**src/hdl/pcc_defs.svh**
```systemverilog
// Register map, field positions, reset values and timing counts.
`ifndef PCC_DEFS_SVH
`define PCC_DEFS_SVH
`define PCC_ADDR_CONTROL 8'hD7
`define PCC_ADDR_IRQ_STATUS 8'hD8
`define PCC_ADDR_IRQ_MASK 8'hD9
`define PCC_CONTROL_RESET 8'h53
`define PCC_BIT_CRYSTAL_OSC_POWERDOWN 7
`define PCC_BIT_LOCK 6
`define PCC_BIT_STRAP 4
`define PCC_BIT_FAST_IRQ 3
`define PCC_DIV_MSB 2
`define PCC_WRITE_MASK 8'h8F
`define PCC_PLL_MULT 384
`define PCC_PLL_HZ 12582912
`define PCC_XTAL_HZ 32768
`define PCC_DIV_FULL 3'h0
`define PCC_IRQ_LOCK_GAIN 0
`define PCC_IRQ_LOCK_LOSS 1
`define PCC_IRQ_SECONDS 2
`define PCC_IRQ_BITS 3
`define PCC_LOCK_CYCLES 16'h0040
`endif

```
**src/hdl/pcc_pkg.sv**
```systemverilog
// Types shared by the clock control design.
package pcc_pkg;
  typedef enum logic [1:0] {
    PCC_UNLOCKED,
    PCC_ACQUIRE,
    PCC_LOCKED
  } pcc_lock_state_t;
endpackage

```
**src/hdl/pcc_clock_control.sv**
```systemverilog
// Core clock control: divider select, lock status, strap and fast irq.
// Operation
// - PLL runs at 384 times crystal, 12.582912 MHz system rate.
// - Reset default core rate is PLL divided by eight.
// - ADC modulator tick equals crystal rate; other ADC ticks from PLL.
// - Divider field bits 2:0 select PLL rate over two to the field.
// - Bit 7 stops crystal only in power-down; normal mode keeps it.
// - With bit 7 clear, seconds counter runs and wakes CPU.
// - Bit 6 reads one while PLL tracks crystal, else zero.
// - Bit 4 returns external access pin latched at reset.
// - Bit 3 set services interrupts at fastest core rate.
// - Low-voltage parts ignore whole writes selecting divider zero.
// - Fast response forces divider zero; not for low-voltage parts (the LOW_VOLTAGE build still honours bit 3 and forces it).
`timescale 1ns/1ps
`default_nettype none
`include "pcc_defs.svh"
module pcc_clock_control
  import pcc_pkg::*;
#(
  parameter bit LOW_VOLTAGE = 1'b0
) (
  input wire logic clk,
  input wire logic rst,
  input wire logic [7:0] addr,
  input wire logic [7:0] wdata,
  input wire logic wr_en,
  input wire logic rd_en,
  output logic [7:0] rdata,
  input wire logic pll_tick,
  input wire logic xtal_tick,
  input wire logic powerdown_mode,
  input wire logic irq_active,
  input wire logic external_access_pin,
  output logic core_clk_en,
  output logic adc_mod_en,
  output logic adc_clk_en,
  output logic xtal_osc_enable,
  output logic seconds_pulse,
  output logic wake_request,
  output logic irq
);
  logic [7:0] ctrl_reg;
  logic strap_reg;
  logic strap_taken_reg;
  logic [`PCC_IRQ_BITS-1:0] status_reg;
  logic [`PCC_IRQ_BITS-1:0] mask_reg;
  logic [7:0] rdata_reg;
  logic lock_prev_reg;
  logic [14:0] sec_cnt_reg;
  logic locked;
  logic core_div_en;
  logic [2:0] eff_div;
  logic [`PCC_IRQ_BITS-1:0] events;

  wire sel_ctrl = (addr == `PCC_ADDR_CONTROL);
  wire sel_status = (addr == `PCC_ADDR_IRQ_STATUS);
  wire sel_mask = (addr == `PCC_ADDR_IRQ_MASK);
  wire [2:0] wr_div = wdata[`PCC_DIV_MSB:0];
  wire wr_refused = LOW_VOLTAGE && (wr_div == `PCC_DIV_FULL);
  wire ctrl_we = wr_en && sel_ctrl && !wr_refused;
  wire fast_irq_clock = ctrl_reg[`PCC_BIT_FAST_IRQ];
  wire crystal_osc_powerdown = ctrl_reg[`PCC_BIT_CRYSTAL_OSC_POWERDOWN];
  wire [2:0] core_clock_divider = ctrl_reg[`PCC_DIV_MSB:0];

  assign xtal_osc_enable = !(powerdown_mode && crystal_osc_powerdown);
  wire xtal_run = xtal_tick && xtal_osc_enable;

  assign eff_div = (fast_irq_clock && irq_active) ? `PCC_DIV_FULL :
                   core_clock_divider;

  pcc_divider u_core_div (
    .clk(clk),
    .rst(rst),
    .en_in(pll_tick),
    .sel(eff_div),
    .en_out(core_div_en)
  );
  assign core_clk_en = core_div_en && !powerdown_mode;

  assign adc_mod_en = xtal_run;
  assign adc_clk_en = pll_tick;

  pcc_lock_detect u_lock (
    .clk(clk),
    .rst(rst),
    .ref_ok(xtal_osc_enable),
    .locked(locked)
  );

  wire sec_wrap = xtal_run && (sec_cnt_reg == 15'h7FFF);
  always_ff @(posedge clk or posedge rst) begin
    if (rst) begin
      sec_cnt_reg <= 15'h0000;
    end else if (xtal_run) begin
      sec_cnt_reg <= 15'(sec_cnt_reg + 15'h0001);
    end
  end
  assign seconds_pulse = sec_wrap;

  always_ff @(posedge clk or posedge rst) begin
    if (rst) begin
      lock_prev_reg <= 1'b0;
    end else begin
      lock_prev_reg <= locked;
    end
  end
  assign events[`PCC_IRQ_LOCK_GAIN] = locked && !lock_prev_reg;
  assign events[`PCC_IRQ_LOCK_LOSS] = !locked && lock_prev_reg;
  assign events[`PCC_IRQ_SECONDS] = sec_wrap;

  always_ff @(posedge clk or posedge rst) begin
    if (rst) begin
      ctrl_reg <= `PCC_CONTROL_RESET;
    end else if (ctrl_we) begin
      ctrl_reg <= wdata & `PCC_WRITE_MASK;
    end
  end

  always_ff @(posedge clk or posedge rst) begin
    if (rst) begin
      strap_taken_reg <= 1'b0;
      strap_reg <= 1'b0;
    end else if (!strap_taken_reg) begin
      strap_taken_reg <= 1'b1;
      strap_reg <= external_access_pin;
    end
  end

  wire [`PCC_IRQ_BITS-1:0] status_clr =
    (wr_en && sel_status) ? wdata[`PCC_IRQ_BITS-1:0] : '0;
  always_ff @(posedge clk or posedge rst) begin
    if (rst) begin
      status_reg <= '0;
      mask_reg <= '0;
    end else begin
      status_reg <= (status_reg & ~status_clr) | events;
      if (wr_en && sel_mask) begin
        mask_reg <= wdata[`PCC_IRQ_BITS-1:0];
      end
    end
  end
  assign irq = |(status_reg & mask_reg);
  assign wake_request = powerdown_mode && !crystal_osc_powerdown &&
                        status_reg[`PCC_IRQ_SECONDS] &&
                        mask_reg[`PCC_IRQ_SECONDS];

  wire [7:0] ctrl_view = {ctrl_reg[7], locked, 1'b0, strap_reg,
                          ctrl_reg[3:0]};
  wire [7:0] rd_mux = sel_ctrl ? ctrl_view :
                      sel_status ? {5'h00, status_reg} :
                      sel_mask ? {5'h00, mask_reg} : 8'h00;
  always_ff @(posedge clk or posedge rst) begin
    if (rst) begin
      rdata_reg <= 8'h00;
    end else if (rd_en) begin
      rdata_reg <= rd_mux;
    end else begin
      rdata_reg <= 8'h00;
    end
  end
  assign rdata = rdata_reg;

  a_refuse_keep: assert property (@(posedge clk) disable iff (rst)
    (LOW_VOLTAGE && wr_en && sel_ctrl && wdata[2:0] == 3'h0)
    |=> $stable(ctrl_reg))
    else $error("refused divider write changed control");
  a_osc_gate: assert property (@(posedge clk) disable iff (rst)
    !powerdown_mode |-> xtal_osc_enable)
    else $error("oscillator stopped in normal mode");
  a_fast_div: assert property (@(posedge clk) disable iff (rst)
    (fast_irq_clock && irq_active && pll_tick) |-> core_div_en)
    else $error("fast irq not at full rate");
  a_strap_hold: assert property (@(posedge clk) disable iff (rst)
    strap_taken_reg |=> $stable(strap_reg))
    else $error("strap changed after capture");
  a_div_full: assert property (@(posedge clk) disable iff (rst)
    (eff_div == 3'h0 && pll_tick) |-> core_div_en)
    else $error("divider zero missed a tick");
  a_lock_drop: assert property (@(posedge clk) disable iff (rst)
    !xtal_osc_enable |=> !locked)
    else $error("lock held without reference");
  a_adc_mod: assert property (@(posedge clk) disable iff (rst)
    adc_mod_en |-> xtal_tick)
    else $error("modulator tick without crystal");
  a_read_zero: assert property (@(posedge clk) disable iff (rst)
    !rd_en |=> rdata == 8'h00)
    else $error("read data outside read cycle");
endmodule
`default_nettype wire

```
**src/hdl/pcc_divider.sv**
```systemverilog
// Binary enable divider: one-cycle pulse every 2**sel input enables.
`timescale 1ns/1ps
`default_nettype none
module pcc_divider (
  input wire logic clk,
  input wire logic rst,
  input wire logic en_in,
  input wire logic [2:0] sel,
  output logic en_out
);
  logic [6:0] cnt_reg;
  logic [6:0] cnt_next;
  wire [6:0] span = 7'((8'h01 << sel) - 8'h01);
  wire at_end = (cnt_reg >= span);
  assign cnt_next = at_end ? 7'h00 : 7'(cnt_reg + 7'h01);
  assign en_out = en_in && at_end;
  always_ff @(posedge clk or posedge rst) begin
    if (rst) begin
      cnt_reg <= 7'h00;
    end else if (en_in) begin
      cnt_reg <= cnt_next;
    end
  end
endmodule
`default_nettype wire

```
**src/hdl/pcc_lock_detect.sv**
```systemverilog
// Lock tracker: counts clock cycles while the crystal oscillator is enabled.
`timescale 1ns/1ps
`default_nettype none
`include "pcc_defs.svh"
module pcc_lock_detect
  import pcc_pkg::*;
(
  input wire logic clk,
  input wire logic rst,
  input wire logic ref_ok,
  output logic locked
);
  pcc_lock_state_t state_reg;
  logic [15:0] cnt_reg;
  always_ff @(posedge clk or posedge rst) begin
    if (rst) begin
      state_reg <= PCC_UNLOCKED;
      cnt_reg <= 16'h0000;
    end else if (!ref_ok) begin
      state_reg <= PCC_UNLOCKED;
      cnt_reg <= 16'h0000;
    end else begin
      unique case (state_reg)
        PCC_UNLOCKED: state_reg <= PCC_ACQUIRE;
        PCC_ACQUIRE: begin
          cnt_reg <= 16'(cnt_reg + 16'h0001);
          if (cnt_reg == `PCC_LOCK_CYCLES) begin
            state_reg <= PCC_LOCKED;
          end
        end
        PCC_LOCKED: state_reg <= PCC_LOCKED;
        default: state_reg <= PCC_UNLOCKED;
      endcase
    end
  end
  assign locked = (state_reg == PCC_LOCKED);
endmodule
`default_nettype wire

```
**config.mk**
```make
export PLATFORM = sky130hd
export DESIGN_NAME = pcc_clock_control
export DESIGN_NICKNAME = d
export VERILOG_FILES = /design/src/hdl/pcc_pkg.sv /design/src/hdl/pcc_clock_control.sv /design/src/hdl/pcc_divider.sv /design/src/hdl/pcc_lock_detect.sv
export VERILOG_INCLUDE_DIRS = /design/src /design/src/hdl
export SDC_FILE = /design/constraint.sdc
export NUM_CORES = 1
export LEC_CHECK = 0
export BUFFER_PORTS_ARGS = -buffer_cell sky130_fd_sc_hd__buf_2
export CORE_UTILIZATION = 35
export DETAILED_ROUTE_END_ITERATION = 10
export MAX_ROUTING_LAYER = met4
export SLEW_MARGIN = 20
export SYNTH_ARGS = -nofsm -noshare
export SYNTH_HDL_FRONTEND = slang
export SYNTH_SLANG_ARGS = --single-unit
```
**constraint.sdc**
```tcl
create_clock -name clk -period 7.76 [get_ports clk]
set_input_delay 1.552 -clock clk [delete_from_list [all_inputs] [get_ports clk]]
set_output_delay 1.552 -clock clk [all_outputs]
set_load 0.05 [all_outputs]
```
---- Word level (Yosys, flattened, before mapping) ----
Index checks and enable logic that the tools add are counted.
storage, ports and cells
  input bits .............................. 25
  flip-flop bits (word level) ............. 64
  logic and storage cells ................. 63
  output and inout port bits .............. 15
cells by class
  shifts and indexed selects .............. 1
  bitwise logic cells ..................... 4
  reductions and logical operators ........ 22
  $add $sub $neg .......................... 4
  order comparisons ....................... 1
  multiplexer cells ....................... 12
  eq/ne operators ......................... 8
operators with widths
  kind                                                                     number
  16-bit two-way mux                                                       2
  8-bit equality test, second input constant                               3
  16-bit by 1-bit adder with 16-bit output, second input constant          1
  16-bit by 7-bit equality test with 1-bit output, second input constant   1
  8-bit two-way mux                                                        2
  15-bit by 1-bit adder with 15-bit output, second input constant          1
  15-bit equality test, second input constant                              1
  1-bit logical AND                                                        14
  3-bit two-way mux                                                        4
  7-bit by 1-bit adder with 7-bit output, second input constant            1
  7-bit greater-or-equal comparator                                        1
  7-bit two-way mux                                                        1
  1-bit by 3-bit left shift with 7-bit output, first input constant        1
  7-bit by 1-bit subtractor with 7-bit output, second input constant       1
  3-bit AND                                                                2
  2-bit one-hot mux with 3 select lines                                    1
  1-bit zero test                                                          5
  2-bit two-way mux                                                        2
  3-bit by 2-bit inequality test with 1-bit output, second input constant  1
  3-bit NOT                                                                1
  3-bit OR                                                                 1
  3-bit OR reduction                                                       1
  2-bit by 1-bit equality test with 1-bit output, second input constant    1
  2-bit equality test, second input constant                               1
  other kinds (2)                                                          2

---- Longest topological paths before layout ----
  word-level depth ........................ 7
  mapped depth ............................ 14
  depth with buffers taken out ............ 13

---- Cells and area by module ----
Synthesis repeated with hierarchy kept, for this count alone.
second synthesis, totals
  cell total of the unflattened synthesis .. 288
  area total of the unflattened synthesis .. 3176.8 um^2
modules (own cells, without submodules)
  module             sequential area each (um^2)  area an instance (um^2)  cells each  times used
  pcc_clock_control  903.4                        1609.0                   129         1
  pcc_lock_detect    450.4                        1012.2                   103         1
  pcc_divider        175.2                        555.5                    56          1

---- Worst setup path after synthesis ----
OpenSTA, ideal clock, no wires.
  kind .................................... input-to-output
  from .................................... input port irq_active
  to ...................................... output port core_clk_en
  slack ................................... 2.117 ns
  stages .................................. 12
  arrival ................................. 4.091 ns
  required time ........................... 6.208 ns
  buffers on the path ..................... 0
  cells stage by stage .................... nand2_1 -> nand3_1 -> ha_1 -> nor2_1 -> nand2_1 -> nand2_1 -> a32oi_1 -> ha_1 -> nand4_1 -> o31ai_1 -> and2_1 -> nor2b_1
between the ends
  longest elaborated chain between the ends .. 7
RTL lines
  element                                      line                     text
  start, declared                              pcc_clock_control.sv:32  input wire logic irq_active,
  1-bit logical AND                            pcc_clock_control.sv:68  assign eff_div = (fast_irq_clock && irq_active) ? `PCC_DIV_FULL :
  3-bit two-way mux                            pcc_clock_control.sv:68
  1-bit by 3-bit left shift with 7-bit output  pcc_divider.sv:13        wire [6:0] span = 7'((8'h01 << sel) - 8'h01);
  7-bit by 1-bit subtractor with 7-bit output  pcc_divider.sv:13
  7-bit greater-or-equal comparator            pcc_divider.sv:14        wire at_end = (cnt_reg >= span);
  1-bit logical AND                            pcc_divider.sv:16        assign en_out = en_in && at_end;
  1-bit logical AND                            pcc_clock_control.sv:78  assign core_clk_en = core_div_en && !powerdown_mode;
  end, declared                                pcc_clock_control.sv:34  output logic core_clk_en,
Every way passes these cells.

---- Final worst setup path ----
Same ends and word-level chain as after synthesis.

==> metrics.txt <==
most used cell, CP nand2_1; commonest non-fill, non-tap cell in the layout dfrtp_1; min cycle time layout 5.76 ns; Relative slew margins 0.474; DR pass1 iterations 4; htree depth 3; Setup CP Type in2out; layout cells sized above 1 0.219; Static Leakage 1.68 nW; Final Skew 0.0102 ns; Sw Pwr 0.285 mW; Max VDD drop 103 uV; largest net degree at the start of global routing 62; synthesized netlist cell count 291; min-delay worst type reg2reg; nets 369; I/O Buffers 35; number of remaining DRC errors 0; clk root buf clkbuf_8; worst skew pair latency 0.34 ns; Detail Route Antenna Nets 0; EDFF count, synth 0; TritonCTS clock tree yes; Final period util 0.742; f_max 0.174 GHz; post-layout utilization of the core 0.424; full die area 0.00915 sq mm; CP Launch Type input pin; final setup vio count 0; die height 95.7 um; DR WL/cell 13.3 um; top_reg_cell synth dfrtp_1; # IOs 40; CP max stage cell o31ai_1; initial antenna violation count 0; Initial Utilization 0.368; gr usage total 0.142; # diodes 0; Worst-Margin Slew 0.789 ns; number of global-route vias before repair 1985; WL final 5830 um; Arrival @ worst endpoint 4.21 ns; syn_area_per_cell 10.6 sq um; die width 95.7 um; maxcap violations 0; core area 0.00834 sq mm; synth-to-layout area growth 15.1%; Setup WS post-layout 2.00 ns; Internal Pwr Total 0.599 mW; max reg flops 16; vias 2165; CTS Buffer Depth 2; GP Congestion 0.765; row cnt 33; cell area after synthesis 0.00307 sq mm; setup_tns 0 ns; Clk network pwr share 0.319; final hold vios 0; Seq pwr share 0.473; hold_buf cts 0; CP max FO 8; GRT Residual Overflow 0; Worst path max stage delay 0.50 ns; most frequent cells in the layout dfrtp_1 (59), buf_2 (35), nand2_1 (29); yosys warns 0; Async S/R FF share, synth 1.00; synthesis-stage register bit count 61; global-route wire length before repair 9470 um; Starting DRT DRC Count 83; Cell Pwr Density 250 mW/mm^2; outcome finished clean; Worst setup EP type output port; Num CTS Buffers 9; Sw Ratio 0.322; post-synthesis cell type count 51; Worst-path clk slew 0.08 ns; syn_nets 331; RSZ-0062 raised after global routing false; max-slew violation count 0; vias per inst 4.93; clock sink total 61; CTS resizes 0; worst slack, placed 2.01 ns; Post CTS Setup Buffer Count 0; critical path required time 6.21 ns; Comb power frac 0.208; Seq/Total Area, Yosys 0.498; Cell Chain, Critical Path buf_2, nand2_1, nand3_1, ha_1, nor2_1, nand2_1, nand2_1, a32oi_1, ha_1, nand4_1, o31ai_1, and2_1, nor2b_1, buf_2; dpl hpwl 4050 um
==> logic make-up (layout without fill, tap and decap cells) <==
group | Yosys count | count (layout) | synth area share
AO/OA/AOI/OAI | 31 | 31 | 0.0713
XOR/XNOR | 30 | 30 | 0.0856
adder cells (fa/ha/maj) | 15 | 15 | 0.0611
buffers and inverters | 19 | 62 | 0.0281
flip-flops | 61 | 61 | 0.498
multiplexers | 11 | 11 | 0.0399
other | 2 | 2 | 0.00245
AND/OR/NAND/NOR | 122 | 122 | 0.214
==> stage by stage <==
| step | power, mW | area (sq um) | hold slack [ns] | cells |
|---|---|---|---|---|
| after floorplan | 0.561 | 3070 | 0.426 | 291 |
| after global placement | 0.599 | 3340 | 0.435 | 423 |
| after detailed placement | 0.612 | 3340 | 0.443 | 423 |
| after CTS | 0.897 | 3530 | 0.457 | 439 |
| after global routing | 0.943 | 3530 | 0.476 | 439 |
| final | 0.885 | 3530 | 0.459 | 439 |
==> critical path, delay by kind of cell <==
family | cells | cell delay (ns)
AO/OA/AOI/OAI | 2 | 0.60
adder cells (fa/ha/maj) | 2 | 0.58
buffers and inverters | 2 | 0.36
AND/OR/NAND/NOR | 8 | 1.12
==> per-layer routing <==
metal  up-vias  GRT usage  share of wire
met3         5     0.0478          0.047
met4         0     0.0448          0.011
met2        46      0.202           0.44
met1      1031      0.188           0.50
met5         -          -              0
li1       1083          -              -
==> cell usage after synthesis (all sizes together) (2+ instances only) <==
cell     n  area [sq um]
nand2   29           109
nor4     3          18.8
xor2    16           140
xnor2   14           123
nor3     2          10.0
a21oi    5          25.0
and2     9          58.8
clkbuf   6          22.5
inv     10          37.5
mux2    10           113
a22o     2          17.5
and4     5          46.3
buf      3          26.3
nor2b    2          12.5
conb     2          7.51
nand3   17          90.1
o21ai    9          45.0
nor2    27           104
dfrtp   59          1480
nand4   14           100
dfstp    2          52.6
a32oi    4          35.0
ha      15           188
or3      4          25.0
nor3b    4          35.0
==> worst paths after layout <==
path,slack (ns),start,endpoint,depth (start not counted)
max,2.00,irq_active,core_clk_en,14
min,0.46,lock_prev_reg,status_reg[0],1
max reg2reg,4.93,ctrl_reg[2],u_core_div.cnt_reg[5],11
min reg2reg,0.46,lock_prev_reg,status_reg[0],1
max in group asynchronous,5.80,rst,sec_cnt_reg[4],3
min in group asynchronous,1.44,rst,sec_cnt_reg[10],3
==> cell type report <==
class | count | area, sq um
fillers | 812 | 4810
flip-flops and latches | 61 | 1530
multi-input cells | 211 | 1460
repair buffers | 36 | 183
well taps | 105 | 131
clock buffers | 9 | 124
clock inverters | 7 | 73.8
inverters | 10 | 37.5
==> power groups by stage <==
| stage | clock (mW) | sequential, mW | combinational [mW] |
|---|---|---|---|
| 2_1_floorplan | 0 | 0.411 | 0.150 |
| 3_3_place_gp | 0 | 0.422 | 0.178 |
| 3_5_place_dp | 0 | 0.423 | 0.189 |
| 4_1_cts | 0.291 | 0.418 | 0.188 |
| 5_1_grt | 0.302 | 0.425 | 0.215 |
| 6_report | 0.282 | 0.418 | 0.184 |
Note: power is estimated with default switching activity, not from simulation.
